### config.mk
export PLATFORM = sky130hd
export DESIGN_NAME = timer_watchdog_prescaler
export DESIGN_NICKNAME = d
export VERILOG_FILES = /design/src/shared/timer_wdt_pkg.sv /design/src/logic/prescaler_unit.sv /design/src/logic/timer_watchdog_prescaler.sv /design/src/logic/watchdog_counter.sv
export SDC_FILE = /design/constraint.sdc
export NUM_CORES = 1
export LEC_CHECK = 0
export ABC_AREA = 1
export ABC_CLOCK_PERIOD_IN_PS = 2760
export BUFFER_PORTS_ARGS = -buffer_cell sky130_fd_sc_hd__buf_4
export CORE_MARGIN = 4
export CORE_UTILIZATION = 40
export DETAILED_ROUTE_END_ITERATION = 7
export GPL_TIMING_DRIVEN = 0
export HOLD_SLACK_MARGIN = 0.05
export SLEW_MARGIN = 30
export SYNTH_ARGS = -nofsm -noshare
export SYNTH_HDL_FRONTEND = slang
export SYNTH_SLANG_ARGS = --single-unit
### constraint.sdc
create_clock -name core_clk_i -period 2.76 [get_ports core_clk_i]
set_input_delay 0.828 -clock core_clk_i [delete_from_list [all_inputs] [get_ports core_clk_i]]
set_output_delay 0.828 -clock core_clk_i [all_outputs]
set_load 0.02 [all_outputs]
### src/shared/timer_wdt_pkg.sv
// Shared constants for the timer and watchdog block.
`default_nettype none
package timer_wdt_pkg;

    localparam int ADDR_W = 8;
    localparam int DATA_W = 8;

    // Register byte addresses.
    localparam logic [7:0] TIMER_COUNT_ADDR     = 8'h01;
    localparam logic [7:0] IRQ_CONTROL_ADDR     = 8'h0B;
    localparam logic [7:0] IRQ_CONTROL_ALT_ADDR = 8'h8B;
    localparam logic [7:0] OPTION_CONFIG_ADDR   = 8'h81;
    localparam logic [7:0] PORTA_DIR_ADDR       = 8'h85;
    localparam logic [7:0] EVENT_STATUS_ADDR    = 8'h90;
    localparam logic [7:0] EVENT_MASK_ADDR      = 8'h91;

    // Option register fields.
    localparam int OPT_CLK_SRC_BIT  = 5;
    localparam int OPT_EDGE_SEL_BIT = 4;
    localparam int OPT_ASSIGN_BIT   = 3;
    localparam int OPT_RATE_LSB     = 0;
    localparam int RATE_W           = 3;

    // Interrupt control fields.
    localparam int IRQ_GLOBAL_EN_BIT = 7;
    localparam int IRQ_TMR_EN_BIT    = 5;
    localparam int IRQ_TMR_FLAG_BIT  = 2;

    // Event status and mask fields.
    localparam int EVT_TMR_OVF_BIT = 0;
    localparam int EVT_WDT_TO_BIT  = 1;
    localparam int EVT_W           = 2;

    // Port A direction width.
    localparam int PORTA_W = 6;

    // Reset values.
    localparam logic [7:0]         OPTION_RESET      = 8'hFF;
    localparam logic [7:0]         IRQ_CONTROL_RESET = 8'h00;
    localparam logic [7:0]         TIMER_RESET       = 8'h00;
    localparam logic [PORTA_W-1:0] PORTA_DIR_RESET   = 6'h3F;
    localparam logic [EVT_W-1:0]   EVT_RESET         = 2'h0;

    // Watchdog terminal count in watchdog ticks.
    localparam logic [7:0] WDT_TERMINAL = 8'hFF;
    localparam logic [7:0] TIMER_MAX    = 8'hFF;

    // Mask of prescaler bits that must be all ones for an output tick.
    function automatic logic [7:0] rate_mask(input logic [RATE_W-1:0] rate, input logic wdt_mode);
        logic [3:0] n;
        n = wdt_mode ? {1'b0, rate} : ({1'b0, rate} + 4'h1);
        rate_mask = ~(8'hFF << n);
    endfunction : rate_mask

endpackage : timer_wdt_pkg
`default_nettype wire

### src/logic/prescaler_unit.sv
// Shared ripple-style prescaler with selectable division.
`timescale 1ns/1ps
`default_nettype none
module prescaler_unit
    import timer_wdt_pkg::*;
(
    input  wire logic              core_clk_i,
    input  wire logic              rstn_i,
    input  wire logic              clear_i,
    input  wire logic              tick_i,
    input  wire logic [RATE_W-1:0] rate_i,
    input  wire logic              wdt_mode_i,
    output logic                   tick_o
);

    logic [7:0] cnt_reg;
    logic [7:0] mask;

    assign mask = rate_mask(rate_i, wdt_mode_i);

    always_ff @(posedge core_clk_i or negedge rstn_i) begin
        if (!rstn_i) begin
            cnt_reg <= 8'h00;
        end else if (clear_i) begin
            cnt_reg <= 8'h00;
        end else if (tick_i) begin
            cnt_reg <= cnt_reg + 8'h01;
        end
    end

    // A zero mask passes every input tick straight through, except in a cycle with clear_i high.
    assign tick_o = tick_i & ~clear_i & ((cnt_reg & mask) == mask);

endmodule : prescaler_unit
`default_nettype wire

### src/logic/timer_watchdog_prescaler.sv
// Eight-bit timer with a prescaler shared with the watchdog, and its register file.
//
// Notes on behaviour
// - Prescaler reassignable any time, no halt needed.
// - Timer write clears prescaler when timer owns it.
// - Option fields at bits 5,4,3,2:0; resets all ones.
// - Timer count read/write, survives non power-on resets.
// - Interrupt control at both addresses; cleared on reset.
// - Watchdog runs only when configuration enable set.
// - Watchdog counts its own oscillator, not core clock.
// - Watchdog time-out wakes the device from sleep.
// - Overflow flag set on overflow unless a soft or watchdog reset hits that cycle; software clears.
`timescale 1ns/1ps
`default_nettype none
module timer_watchdog_prescaler
    import timer_wdt_pkg::*;
(
    input  wire logic               core_clk_i,
    input  wire logic               rstn_i,
    input  wire logic               soft_rst_i,
    input  wire logic [ADDR_W-1:0]  addr_i,
    input  wire logic [DATA_W-1:0]  wdata_i,
    input  wire logic               wr_i,
    input  wire logic               rd_i,
    output logic      [DATA_W-1:0]  rdata_o,
    input  wire logic               timer_clk_pin_i,
    input  wire logic               wdt_osc_i,
    input  wire logic               watchdog_cfg_enable_i,
    input  wire logic               watchdog_clear_instr_i,
    input  wire logic               sleep_i,
    output logic                    irq_o,
    output logic                    wdt_reset_o,
    output logic                    wake_o,
    output logic      [PORTA_W-1:0] porta_direction_o
);

    logic [7:0]         timer_count_reg;
    logic [7:0]         irq_control_reg;
    logic [7:0]         option_config_reg;
    logic [PORTA_W-1:0] porta_direction_reg;
    logic [EVT_W-1:0]   event_status_reg;
    logic [EVT_W-1:0]   event_mask_reg;
    logic               cfg_enable_reg;
    logic               cfg_loaded_reg;
    logic               assign_prev_reg;

    // Pin synchronisers and qualified levels.
    logic pin_s1_reg;
    logic pin_s2_reg;
    logic pin_s3_reg;
    logic pin_level_reg;
    logic osc_s1_reg;
    logic osc_s2_reg;
    logic osc_s3_reg;
    logic osc_level_reg;

    logic                    wr_timer;
    logic                    wr_irq;
    logic                    wr_option;
    logic                    wr_porta;
    logic                    wr_status;
    logic                    wr_mask;
    logic                    local_rst;
    logic                    prescaler_to_wdt;
    logic [RATE_W-1:0]       rate;
    logic                    pin_rise;
    logic                    pin_fall;
    logic                    pin_tick;
    logic                    src_tick;
    logic                    wdt_base_tick;
    logic                    presc_in;
    logic                    presc_out;
    logic                    presc_clear;
    logic                    timer_inc;
    logic                    timer_ovf;
    logic                    wdt_tick;
    logic                    wdt_clear;
    logic                    wdt_timeout;
    logic                    wdt_reset_evt;
    logic                    irq_pending;
    logic [EVT_W-1:0]        events;
    logic [DATA_W-1:0]       rdata_next;

    // Address decode.
    always_comb begin
        wr_timer  = 1'b0;
        wr_irq    = 1'b0;
        wr_option = 1'b0;
        wr_porta  = 1'b0;
        wr_status = 1'b0;
        wr_mask   = 1'b0;
        if (!wr_i) begin
            wr_timer = 1'b0;
        end else if (addr_i == TIMER_COUNT_ADDR) begin
            wr_timer = 1'b1;
        end else if (addr_i == IRQ_CONTROL_ADDR || addr_i == IRQ_CONTROL_ALT_ADDR) begin
            wr_irq = 1'b1;
        end else if (addr_i == OPTION_CONFIG_ADDR) begin
            wr_option = 1'b1;
        end else if (addr_i == PORTA_DIR_ADDR) begin
            wr_porta = 1'b1;
        end else if (addr_i == EVENT_STATUS_ADDR) begin
            wr_status = 1'b1;
        end else if (addr_i == EVENT_MASK_ADDR) begin
            wr_mask = 1'b1;
        end
    end

    assign prescaler_to_wdt = option_config_reg[OPT_ASSIGN_BIT];
    assign rate             = option_config_reg[OPT_RATE_LSB +: RATE_W];

    // The configuration enable is a strap, caught once after reset release.
    always_ff @(posedge core_clk_i or negedge rstn_i) begin
        if (!rstn_i) begin
            cfg_enable_reg <= 1'b0;
            cfg_loaded_reg <= 1'b0;
        end else if (!cfg_loaded_reg) begin
            cfg_enable_reg <= watchdog_cfg_enable_i;
            cfg_loaded_reg <= 1'b1;
        end
    end

    // Pin synchroniser; a change counts once stages two and three agree.
    always_ff @(posedge core_clk_i or negedge rstn_i) begin
        if (!rstn_i) begin
            pin_s1_reg    <= 1'b0;
            pin_s2_reg    <= 1'b0;
            pin_s3_reg    <= 1'b0;
            pin_level_reg <= 1'b0;
        end else begin
            pin_s1_reg <= timer_clk_pin_i;
            pin_s2_reg <= pin_s1_reg;
            pin_s3_reg <= pin_s2_reg;
            if (pin_s2_reg == pin_s3_reg) begin
                pin_level_reg <= pin_s3_reg;
            end
        end
    end

    // Watchdog oscillator synchroniser.
    always_ff @(posedge core_clk_i or negedge rstn_i) begin
        if (!rstn_i) begin
            osc_s1_reg    <= 1'b0;
            osc_s2_reg    <= 1'b0;
            osc_s3_reg    <= 1'b0;
            osc_level_reg <= 1'b0;
        end else begin
            osc_s1_reg <= wdt_osc_i;
            osc_s2_reg <= osc_s1_reg;
            osc_s3_reg <= osc_s2_reg;
            if (osc_s2_reg == osc_s3_reg) begin
                osc_level_reg <= osc_s3_reg;
            end
        end
    end

    assign pin_rise = (pin_s2_reg == pin_s3_reg) & pin_s3_reg & ~pin_level_reg;
    assign pin_fall = (pin_s2_reg == pin_s3_reg) & ~pin_s3_reg & pin_level_reg;
    assign pin_tick = option_config_reg[OPT_EDGE_SEL_BIT] ? pin_fall : pin_rise;

    // The internal source stops in sleep.
    assign src_tick = option_config_reg[OPT_CLK_SRC_BIT] ? pin_tick : ~sleep_i;

    // Watchdog base tick comes only from its own oscillator.
    assign wdt_base_tick = (osc_s2_reg == osc_s3_reg) & osc_s3_reg & ~osc_level_reg;

    // Prescaler routing follows the assignment bit.
    assign presc_in = prescaler_to_wdt ? wdt_base_tick : src_tick;
    assign timer_inc = prescaler_to_wdt ? src_tick : presc_out;
    assign wdt_tick  = prescaler_to_wdt ? presc_out : wdt_base_tick;
    assign wdt_clear = watchdog_clear_instr_i | soft_rst_i;

    // An awake time-out clears the prescaler a cycle late to avoid a loop.
    assign presc_clear = (wr_timer & ~prescaler_to_wdt)
                       | (watchdog_clear_instr_i & prescaler_to_wdt)
                       | (assign_prev_reg != prescaler_to_wdt)
                       | soft_rst_i | wdt_reset_o;

    always_ff @(posedge core_clk_i or negedge rstn_i) begin
        if (!rstn_i) begin
            assign_prev_reg <= OPTION_RESET[OPT_ASSIGN_BIT];
        end else begin
            assign_prev_reg <= prescaler_to_wdt;
        end
    end

    prescaler_unit u_prescaler (
        .core_clk_i (core_clk_i),
        .rstn_i     (rstn_i),
        .clear_i    (presc_clear),
        .tick_i     (presc_in),
        .rate_i     (rate),
        .wdt_mode_i (prescaler_to_wdt),
        .tick_o     (presc_out)
    );

    watchdog_counter u_watchdog (
        .core_clk_i (core_clk_i),
        .rstn_i     (rstn_i),
        .enable_i   (cfg_enable_reg),
        .clear_i    (wdt_clear),
        .tick_i     (wdt_tick),
        .timeout_o  (wdt_timeout)
    );

    // An awake time-out resets the device; an asleep one only wakes it.
    assign wdt_reset_evt = wdt_timeout & ~sleep_i;
    assign local_rst     = soft_rst_i | wdt_reset_evt;

    // A timer write wins over an increment.
    assign timer_ovf = timer_inc & ~wr_timer & (timer_count_reg == TIMER_MAX);

    always_ff @(posedge core_clk_i or negedge rstn_i) begin
        if (!rstn_i) begin
            timer_count_reg <= TIMER_RESET;
        end else if (wr_timer) begin
            timer_count_reg <= wdata_i;
        end else if (timer_inc) begin
            timer_count_reg <= timer_count_reg + 8'h01;
        end
    end

    // Option returns to all ones on every reset.
    always_ff @(posedge core_clk_i or negedge rstn_i) begin
        if (!rstn_i) begin
            option_config_reg <= OPTION_RESET;
        end else if (local_rst) begin
            option_config_reg <= OPTION_RESET;
        end else if (wr_option) begin
            option_config_reg <= wdata_i;
        end
    end

    // The overflow flag sets regardless of enables and beats a clear.
    always_ff @(posedge core_clk_i or negedge rstn_i) begin
        if (!rstn_i) begin
            irq_control_reg <= IRQ_CONTROL_RESET;
        end else if (local_rst) begin
            irq_control_reg <= IRQ_CONTROL_RESET;
        end else if (wr_irq) begin
            irq_control_reg                   <= wdata_i;
            irq_control_reg[IRQ_TMR_FLAG_BIT] <= wdata_i[IRQ_TMR_FLAG_BIT] | timer_ovf;
        end else if (timer_ovf) begin
            irq_control_reg[IRQ_TMR_FLAG_BIT] <= 1'b1;
        end
    end

    always_ff @(posedge core_clk_i or negedge rstn_i) begin
        if (!rstn_i) begin
            porta_direction_reg <= PORTA_DIR_RESET;
        end else if (local_rst) begin
            porta_direction_reg <= PORTA_DIR_RESET;
        end else if (wr_porta) begin
            porta_direction_reg <= wdata_i[PORTA_W-1:0];
        end
    end

    // Sticky event status, write one to clear; an event beats the clear.
    always_comb begin
        events                  = EVT_RESET;
        events[EVT_TMR_OVF_BIT] = timer_ovf;
        events[EVT_WDT_TO_BIT]  = wdt_timeout;
    end

    always_ff @(posedge core_clk_i or negedge rstn_i) begin
        if (!rstn_i) begin
            event_status_reg <= EVT_RESET;
        end else if (wr_status) begin
            event_status_reg <= (event_status_reg & ~wdata_i[EVT_W-1:0]) | events;
        end else begin
            event_status_reg <= event_status_reg | events;
        end
    end

    always_ff @(posedge core_clk_i or negedge rstn_i) begin
        if (!rstn_i) begin
            event_mask_reg <= EVT_RESET;
        end else if (wr_mask) begin
            event_mask_reg <= wdata_i[EVT_W-1:0];
        end
    end

    // Read data stand only in the cycle after the read strobe.
    always_comb begin
        rdata_next = 8'h00;
        if (!rd_i) begin
            rdata_next = 8'h00;
        end else if (addr_i == TIMER_COUNT_ADDR) begin
            rdata_next = timer_count_reg;
        end else if (addr_i == IRQ_CONTROL_ADDR || addr_i == IRQ_CONTROL_ALT_ADDR) begin
            rdata_next = irq_control_reg;
        end else if (addr_i == OPTION_CONFIG_ADDR) begin
            rdata_next = option_config_reg;
        end else if (addr_i == PORTA_DIR_ADDR) begin
            rdata_next = {2'b00, porta_direction_reg};
        end else if (addr_i == EVENT_STATUS_ADDR) begin
            rdata_next = {6'h00, event_status_reg};
        end else if (addr_i == EVENT_MASK_ADDR) begin
            rdata_next = {6'h00, event_mask_reg};
        end
    end

    always_ff @(posedge core_clk_i or negedge rstn_i) begin
        if (!rstn_i) begin
            rdata_o <= 8'h00;
        end else begin
            rdata_o <= rdata_next;
        end
    end

    // Timer interrupt condition that may end sleep.
    assign irq_pending = irq_control_reg[IRQ_TMR_EN_BIT] & irq_control_reg[IRQ_TMR_FLAG_BIT];

    always_ff @(posedge core_clk_i or negedge rstn_i) begin
        if (!rstn_i) begin
            irq_o       <= 1'b0;
            wdt_reset_o <= 1'b0;
            wake_o      <= 1'b0;
        end else begin
            irq_o       <= |((event_status_reg | events) & event_mask_reg);
            wdt_reset_o <= wdt_reset_evt;
            wake_o      <= sleep_i & (wdt_timeout | irq_pending);
        end
    end

    always_ff @(posedge core_clk_i or negedge rstn_i) begin
        if (!rstn_i) begin
            porta_direction_o <= PORTA_DIR_RESET;
        end else begin
            porta_direction_o <= (wr_porta && !local_rst) ? wdata_i[PORTA_W-1:0]
                               : (local_rst ? PORTA_DIR_RESET : porta_direction_reg);
        end
    end

endmodule : timer_watchdog_prescaler
`default_nettype wire

### src/logic/watchdog_counter.sv
// Watchdog counter that times out after a fixed number of ticks.
`timescale 1ns/1ps
`default_nettype none
module watchdog_counter
    import timer_wdt_pkg::*;
(
    input  wire logic core_clk_i,
    input  wire logic rstn_i,
    input  wire logic enable_i,
    input  wire logic clear_i,
    input  wire logic tick_i,
    output logic      timeout_o
);

    logic [7:0] cnt_reg;
    logic       at_end;

    assign at_end = (cnt_reg == WDT_TERMINAL);

    always_ff @(posedge core_clk_i or negedge rstn_i) begin
        if (!rstn_i) begin
            cnt_reg <= 8'h00;
        end else if (!enable_i || clear_i) begin
            cnt_reg <= 8'h00;
        end else if (tick_i) begin
            cnt_reg <= at_end ? 8'h00 : (cnt_reg + 8'h01);
        end
    end

    assign timeout_o = enable_i & ~clear_i & tick_i & at_end;

endmodule : watchdog_counter
`default_nettype wire

==> results.cfg, run 1 <==
[cts]
tritoncts = yes
cts_max_level = 3
postCtsSetupBuffers = 0
clockBufferDepth = 2
ctsHoldBuffers = 0
clock_latency_ns = 0.35
cts_buffers = 9
path_clk_slew_ns = 0.08
cts_root_buffer = clkbuf_8
numClockSinks = 78
cts_resized = 0

[logic_synthesis]
synth_cells = 478
synth_xor_area_share_pct = 2.00
syn_nets = 511
synthMuxAreaShare_pct = 1.05
synthAdderAreaFrac_pct = 2.22
syn_area_per_cell_um2 = 8.25
ys.flop_type = dfrtp_1
synth-compound-area-share_pct = 11.0
yosysUniqueCellTypes = 37
ys_seq_area_share_pct = 50.2
async_flop_share_pct = 100
synth_edf_count = 0
synth_area_um2 = 3940
yosys.area_share.simple_pct = 25.1
ys_ff_latch = 78
yosysWarnings = 0
synth_top_family_by_area = simple AND/OR/NAND/NOR gates

[power]
pwr-share-seq_pct = 52.3
p_total_mw = 2.44
p_leak_nw = 2.28
vdd_drop_max_mv = 0.299
clkPwrFrac_pct = 36.5
p_sw_mw = 0.646
internal-power_mw = 1.80
comb_power_share_pct = 11.3
switching_share_pct = 26.5
pwr_density_cell_nw_per_um2 = 526

[worst_hold_path]
worstHoldPathType = flip-flop to flip-flop

[setup_path]
worstPathArrival_ns = 2.77
required_ns = 3.05
criticalPathCategory = input pin to flip-flop
startpoint_type = input pin
path_max_fanout = 7
end_kind = flip-flop

[timing]
setup_tns_ns = 0
holdWs_ns = 0.351
worstMarginPinSlew_ns = 0.896
setup_viol = 0
finalCritPeriodShare_pct = 89.7
slew_violations = 0
finalClockSkew_ns = 0.00792
grt_setup_unrepaired = false
relSlewSlack_pct = 39.8
hold_violations = 0
period_needed_ns = 2.47
maxClockFrequency_ghz = 0.404

[global_routing]
grt.overflow.total = 0
antenna_found_initial = 0
grt_max_degree = 44
grt.total_usage_pct = 17.4
grt_pass1_vias = 3240
grt_pass1_wl_um = 15700

[layout]
fin_nets = 565
drive_gt1_share_pct = 18.6
finish.utilization_pct = 49.3
final_cells = 666
antennaDiodeCount = 0
area.growth.synth_to_final_pct = 17.7
fill_cells = 897

[drt]
antenna_left = 0
top_layer = met4
drt-met1-wl_um = 4530
viasPerCell = 5.00
wl_met2_um = 4170
first_iter_violations = 133
dr.pass1.iters = 5
drt-total-wl_um = 9310
wl_per_cell_um = 14.0
dr_wl_met3_um = 424
drcViolationCount = 0
vias = 3329

[place]
io_buffers = 42
placed_cells = 650
dp_hpwl_um = 7060
place.gp.congestion = 0.918

[floorplanning]
core_um2 = 9420
die_y_um = 107
row_count = 35
die_w_um = 107
start_util_pct = 41.9
io_pins = 43
fp.dieArea_um2 = 11500

[outcome]
status = finished, final reports clean

[flow_run]
maxCapViolCount = 0
[cells in the final DEF (no fill, tap or decap), types with 2 or more instances in the layout]
master / n
nand3_1: 34
a211oi_1: 3
mux2i_1: 3
xor2_1: 8
nand2_1: 118
o22ai_1: 4
nand2_2: 5
o21ai_0: 34
o2111ai_1: 2
inv_1: 68
clkbuf_1: 5
nor2_1: 39
inv_2: 6
nand4_1: 7
nor2_4: 2
ha_1: 7
nor3b_1: 2
a221oi_1: 7
nor2_2: 2
clkbuf_8: 11
o221ai_1: 3
nor4_1: 3
nor3_1: 10
a21oi_1: 14
o211ai_1: 3
buf_6: 3
buf_4: 42
dfstp_2: 21
dfrtp_1: 57
[cell usage after synthesis (7+ instances only)]
library cell	number	area, um^2
a21oi_1	14	70.1
a221oi_1	7	61.3
dfrtp_1	57	1430
dfstp_2	21	552
ha_1	7	87.6
inv_1	68	255
nand2_1	118	443
nand3_1	34	170
nand4_1	7	43.8
nor2_1	39	146
nor3_1	10	50.1
o21ai_0	34	170
xor2_1	8	70.1
[layout make-up]
class	instances	area (um^2)	area share, %
Sequential cell	78	1980	42.6
Multi-Input combinational cell	319	1640	35.3
Timing Repair Buffer	43	335	7.22
Inverter	75	284	6.12
Tap cell	129	161	3.48
Clock buffer	13	159	3.42
Buffer	6	45.0	0.970
Clock inverter	3	42.5	0.916
[worst paths after layout]
check                                                 startpoint  cells after the start                                 end  slack [ns]
worst max-delay path                                   addr_i[4]                     10      porta_direction_o[5]$_DFF_PN1_        0.29
worst min-delay path                        pin_s1_reg$_DFF_PN0_                      0                pin_s2_reg$_DFF_PN0_        0.35
worst max register to register  option_config_reg[1]$_DFFE_PN1P_                     18                     irq_o$_DFF_PN0_        0.41
worst min register to register              pin_s1_reg$_DFF_PN0_                      0                pin_s2_reg$_DFF_PN0_        0.35
max in group asynchronous                                 rstn_i                      2    option_config_reg[7]$_DFFE_PN1P_        1.69
min in group asynchronous                                 rstn_i                      1  u_prescaler.cnt_reg[4]$_DFFE_PN0P_        0.42
[critical path, stage by stage]
cell	delay [ns]
buf_4	0.11
inv_1	0.06
nand2_1	0.06
nor2_1	0.08
inv_1	0.08
nor3_1	0.69
nand2_1	0.36
nand3_1	0.31
nand2_1	0.10
nand2_1	0.08
[per-stage QoR]
stage | area, um^2 | setup slack [ns]
detailed placement | 4440 | -0.108
finish | 4640 | 0.285
CTS | 4640 | 0.306
global route | 4640 | 0.0720
floorplan | 3940 | 0.558
global placement | 4420 | -0.0708
[cells by family after synthesis]
family	count (synthesis)
AND/OR/NAND/NOR	225
buffers and inverters	81
flip-flops	78
AO/OA/AOI/OAI	73
XOR/XNOR	9
adder cells (fa/ha/maj)	7
multiplexers	4
other	1
[per-layer routing]
metal  track usage [%]  vias up
li1                  -     1666
met1              25.0     1581
met2              25.8       69
met3              3.18       13
met4              7.12        0
met5                 0        -
[power by group through the flow]
| stage | Sequential (mW) | Combinational (mW) | Clock, mW |
|---|---|---|---|
| floorplan | 1.29 | 0.145 | 0 |
| global placement | 1.29 | 0.262 | 0 |
| detailed placement | 1.30 | 0.276 | 0 |
| CTS | 1.28 | 0.277 | 0.906 |
| global route | 1.29 | 0.317 | 0.964 |
| finish | 1.28 | 0.275 | 0.890 |
No activity file was read; power rests on OpenSTA's default activity.
==> run 2: changes to the inputs <==
--- a/config.mk
+++ b/config.mk
@@ -13,6 +13,7 @@
 export DETAILED_ROUTE_END_ITERATION = 7
 export GPL_TIMING_DRIVEN = 0
 export HOLD_SLACK_MARGIN = 0.05
+export RECOVER_POWER = 100
 export SLEW_MARGIN = 30
 export SYNTH_ARGS = -nofsm -noshare
 export SYNTH_HDL_FRONTEND = slang
==> results.cfg, run 2 (synthesis gave the netlist of run 1 again) <==
[outcome]
status = complete, but fails checks
violations = capacitance limit, slew limit

[global_routing]
grt_pass1_vias = 3240
antenna_found_initial = 0
grt_max_degree = 44
grt.overflow.total = 0
grt_pass1_wl_um = 15700
grt.total_usage_pct = 17.4

[floorplanning]
die_y_um = 107
row_count = 35
start_util_pct = 41.9
fp.dieArea_um2 = 11500
core_um2 = 9420
die_w_um = 107
io_pins = 43

[cts]
cts_resized = 0
tritoncts = yes
cts_root_buffer = clkbuf_8
postCtsSetupBuffers = 0
clockBufferDepth = 2
ctsHoldBuffers = 0
cts_max_level = 3
clock_latency_ns = 0.35
cts_buffers = 9
path_clk_slew_ns = 0.08
numClockSinks = 78

[power]
p_leak_nw = 2.19
pwr_density_cell_nw_per_um2 = 532
vdd_drop_max_mv = 0.299
p_total_mw = 2.43

[worst_hold_path]
hold_end = pin_s2_reg$_DFF_PN0_
worstHoldPathType = flip-flop to flip-flop
holdPathStages = 0
min_from = pin_s1_reg$_DFF_PN0_

[timing]
grt_setup_unrepaired = false
slew_violations = 36
finalClockSkew_ns = 0.00824
maxClockFrequency_ghz = 0.406
setup_viol = 0
finalCritPeriodShare_pct = 89.2
worstMarginPinSlew_ns = 1.97
fin_ws_ns = 0.298
period_needed_ns = 2.46
hold_violations = 0
relSlewSlack_pct = -31.2

[drt]
dr.pass1.iters = 4
first_iter_violations = 142
antenna_left = 0
wl_per_cell_um = 13.9
drcViolationCount = 0
drt-total-wl_um = 9280
viasPerCell = 5.01
vias = 3337

[setup_path]
rr_worst_depth = 16
path_max_fanout = 7
crit_slowest_cell = nor3_1
required_ns = 3.05
startpoint_type = input pin
crit_path_frequent_cell = nand2_1
critical_path.max_stage_delay_ns = 0.68
reg2reg_to = option_config_reg[7]$_DFFE_PN1P_
crit_chain = clkbuf_4, inv_1, nand2_1, nor2_1, inv_1, nor3_1, nand2_1, nand3_1, nand2_1, nand2_1
worstPathArrival_ns = 2.75
criticalPathCategory = input pin to flip-flop
cp_top_family = simple AND/OR/NAND/NOR gates
critPathBufInv = 3
end_kind = flip-flop
r2r-start = option_config_reg[1]$_DFFE_PN1P_
r2r_setup_slack_ns = 0.35

[layout]
final_cell_mix = 119 x nand2_1, 71 x inv_1, 57 x dfrtp_1, 40 x nor2_1
antennaDiodeCount = 0
final_area_um2 = 4560
drive_gt1_share_pct = 13.8
final_common_cell = nand2_1
fill_cells = 913
area.growth.synth_to_final_pct = 15.5
fin_nets = 565

[place]
pre_cts_ws_ns = -0.108
dpl_cell_area_um2 = 4440
dp_hpwl_um = 7060
place.gp.congestion = 0.918
io_buffers = 42

[flow_run]
maxCapViolCount = 1
==> run 2: changes by cell type in the layout (fill, tap and decap cells not counted), moves of 3 or more <==
cell | before | now
buf_4 | 42 | 18
clkbuf_1 | 5 | 25
clkbuf_4 | 0 | 4
inv_1 | 68 | 71
inv_2 | 6 | 3
==> run 2: worst max path at each step <==
stage	to	from	depth (start not counted)	slack, ns
floorplan	irq_control_reg[6]$_DFFE_PN0P_	addr_i[1]	12	0.56
global placement	porta_direction_o[5]$_DFF_PN1_	addr_i[4]	10	-0.07
detailed placement	porta_direction_o[5]$_DFF_PN1_	addr_i[4]	10	-0.11
CTS	porta_direction_o[5]$_DFF_PN1_	addr_i[4]	10	0.31
global route	irq_o$_DFF_PN0_	addr_i[1]	17	0.05
finish	porta_direction_reg[5]$_DFFE_PN1P_	addr_i[4]	10	0.30
==> run 2: cell type report <==
type / count / area [um^2] / area share, %
buffer: 6 / 38.8 / 0.851
clock buffer: 13 / 159 / 3.49
clock inverter: 3 / 42.5 / 0.934
inverter: 75 / 284 / 6.23
multi-input combinational: 319 / 1630 / 35.8
sequential: 78 / 1980 / 43.4
tap: 129 / 161 / 3.54
timing repair buffer: 43 / 260 / 5.71
==> run 2: through the flow <==
stage | instances | utilization [%] | TNS (ns) | hold WS [ns]
2_1_floorplan | 478 | - | 0 | 0.331
3_3_place_gp | 649 | 47.0 | -0.750 | 0.333
3_5_place_dp | 650 | 47.2 | -1.22 | 0.335
4_1_cts | 666 | 49.3 | 0 | 0.353
5_1_grt | 666 | 48.4 | 0 | 0.375
6_report | 666 | 48.4 | 0 | 0.351
==> run 2: layer usage <==
| metal | GRT usage (%) | part of all wire, % |
|---|---|---|
| met3 | 3.18 | 4.8 |
| met1 | 25.0 | 48 |
| met2 | 25.8 | 45 |
| met4 | 7.12 | 2.5 |
| met5 | 0 | 0 |
==> run 2: where the power goes <==
part | internal [mW] | switching, mW | total [mW]
registers | 1.22 | 0.0543 | 1.28
logic | 0.0959 | 0.168 | 0.264
clock network | 0.467 | 0.419 | 0.886
total | 1.78 | 0.641 | 2.43
==> run 3: changes to the inputs <==
--- a/config.mk
+++ b/config.mk
@@ -5,10 +5,8 @@
 export SDC_FILE = /design/constraint.sdc
 export NUM_CORES = 1
 export LEC_CHECK = 0
-export ABC_AREA = 1
 export ABC_CLOCK_PERIOD_IN_PS = 2760
 export BUFFER_PORTS_ARGS = -buffer_cell sky130_fd_sc_hd__buf_4
-export CORE_MARGIN = 4
 export CORE_UTILIZATION = 40
 export DETAILED_ROUTE_END_ITERATION = 7
 export GPL_TIMING_DRIVEN = 0
==> results.cfg, run 3 <==
[cts]
cts_root_buffer = clkbuf_8
cts_max_level = 3
clock_latency_ns = 0.35
tritoncts = yes
ctsHoldBuffers = 0
numClockSinks = 78
cts_buffers = 9
path_clk_slew_ns = 0.08
clockBufferDepth = 2

[setup_path]
end_kind = flip-flop
worstPathArrival_ns = 2.95
path_max_fanout = 10
criticalPathCategory = input pin to flip-flop
required_ns = 3.05
startpoint_type = input pin

[floorplanning]
core_um2 = 9420
fp.dieArea_um2 = 10300
start_util_pct = 42.1
row_count = 35
die_w_um = 102
die_y_um = 102
io_pins = 43

[logic_synthesis]
syn_area_per_cell_um2 = 9.88
synth.most_common_cell = nand2_1
syn_nets = 434
synth_cells = 401
synth_edf_count = 0
yosysUniqueCellTypes = 69
synth_area_um2 = 3960
synth_top_area_cell = dfrtp_1
ys.flop_type = dfrtp_1
synth_area_leaders = dfrtp_1 36%, dfstp_2 14%, nand2_1 7.2%, a21oi_1 2.7%, mux2i_1 2.3%
ys_top_cells_by_count = 76 x nand2_1, 57 x dfrtp_1, 22 x nor2_1, 21 x a21oi_1, 21 x dfstp_2
ys_ff_latch = 78
synth_top_area_share_pct = 36.0
ys_seq_area_share_pct = 50.0
yosysWarnings = 0
async_flop_share_pct = 100

[outcome]
violations = capacitance limit, slew limit
status = complete, but fails checks

[power]
pwr-share-seq_pct = 55.0
p_sw_mw = 0.610
internal-power_mw = 1.67
p_leak_nw = 1.87
clkPwrFrac_pct = 34.4
pwr_density_cell_nw_per_um2 = 498
switching_share_pct = 26.7
vdd_drop_max_mv = 0.265
p_total_mw = 2.28
comb_power_share_pct = 10.6

[global_routing]
grt.total_usage_pct = 20.1
antenna_found_initial = 0
grt.overflow.total = 0
grt_pass1_wl_um = 15700
grt_pass1_vias = 3007
grt_max_degree = 79

[timing]
maxClockFrequency_ghz = 0.377
holdWs_ns = 0.351
grt_setup_unrepaired = true
hold_violations = 0
setup_tns_ns = 0
finalCritPeriodShare_pct = 96.2
slew_violations = 79
setup_viol = 0
fin_ws_ns = 0.104
relSlewSlack_pct = -31.8
period_needed_ns = 2.66
worstMarginPinSlew_ns = 1.98
finalClockSkew_ns = 0.0135

[layout]
final_cells = 589
fin_nets = 488
finish.utilization_pct = 48.7
drive_gt1_share_pct = 18.5
fill_cells = 909
final_area_um2 = 4580
final_common_cell = nand2_1
final_cell_mix = 76 x nand2_1, 57 x dfrtp_1, 24 x clkbuf_1, 23 x buf_4, 21 x a21oi_1
multi_input_area_um2 = 1870
seqCellArea_um2 = 1980
area.growth.synth_to_final_pct = 15.8
antennaDiodeCount = 0

[place]
dpl_cell_area_um2 = 4430
place.gp.congestion = 0.825
placed_cells = 570
pre_cts_ws_ns = -0.506
io_buffers = 40
dp_hpwl_um = 6670

[drt]
wl_per_cell_um = 16.2
drt-total-wl_um = 9530
antenna_left = 0
drcViolationCount = 0
vias = 3191
dr.pass1.iters = 5
first_iter_violations = 240
viasPerCell = 5.42

[worst_hold_path]
worstHoldPathType = flip-flop to flip-flop

[flow_run]
maxCapViolCount = 1
==> run 3: cell types whose count changed after synthesis, moves of 10 or more <==
cell     change
inv_1       -56
nand2_1     -42
o21ai_0     -23
nand3_1     -18
nor2_1      -17
a22oi_1     +10
==> run 3: final timing paths <==
| kind | cells past startpoint | endpoint | start | slack, ns |
|---|---|---|---|---|
| min in group asynchronous | 1 | osc_s3_reg$_DFF_PN0_ | rstn_i | 1.00 |
| worst min register to register | 0 | pin_s2_reg$_DFF_PN0_ | pin_s1_reg$_DFF_PN0_ | 0.35 |
| worst max-delay path | 10 | timer_count_reg[4]$_DFFE_PN0P_ | addr_i[1] | 0.10 |
| max in group asynchronous | 1 | irq_control_reg[7]$_DFFE_PN0P_ | rstn_i | 0.55 |
| worst min-delay path | 0 | pin_s2_reg$_DFF_PN0_ | pin_s1_reg$_DFF_PN0_ | 0.35 |
| worst max register to register | 8 | timer_count_reg[7]$_DFFE_PN0P_ | option_config_reg[1]$_DFFE_PN1P_ | 0.17 |
==> run 3: timing repair <==
action                                 CTS  global route
setup buffers                            1             2
setup endpoints to repair               35            35
endpoints found under the hold margin    0             0
pin swaps                                1             0
gates resized for setup                  1             5
==> run 3: final cells by class <==
class / count / area share [%]
well taps: 129 / 3.52
flip-flops and latches: 78 / 43.1
multi-input cells: 295 / 40.7
clock inverters: 3 / 0.409
inverters: 12 / 0.983
clock buffers: 13 / 3.47
repair buffers: 43 / 5.59
plain buffers: 16 / 2.13
==> run 3: critical path, stage by stage <==
cell and delay, ns:
buf_4 0.12, or4_4 0.58, nor4_4 0.27, a31o_1 0.20, buf_6 0.15, a22oi_2 0.10, nand3_2 0.15, buf_6 0.17
mux2_1 0.33, nand2_1 0.05
==> run 3: cell families after synthesis <==
group / after synthesis / synth area share (%)
compound gates: 87 / 15.6
flops: 78 / 50.0
simple gates: 176 / 22.7
mux: 15 / 3.98
other cells: 1 / 0.0947
buf+inv: 28 / 3.51
xor+xnor: 9 / 1.99
fa+ha+maj: 7 / 2.21
==> run 3: power groups by stage <==
stage	Clock, mW	Sequential, mW	Combinational (mW)
after floorplan	0	1.25	0.143
after global placement	0	1.27	0.237
after detailed placement	0	1.28	0.244
after CTS	0.812	1.25	0.246
after global routing	0.858	1.26	0.269
final	0.785	1.26	0.242
==> run 3: metal layers <==
metal,track usage (%),share of wire [%],vias to the layer above
met1,29.8,48,1531
met3,2.97,6.2,8
met2,29.5,44,106
li1,-,-,1546
met5,0,0,-
met4,7.47,1.2,0
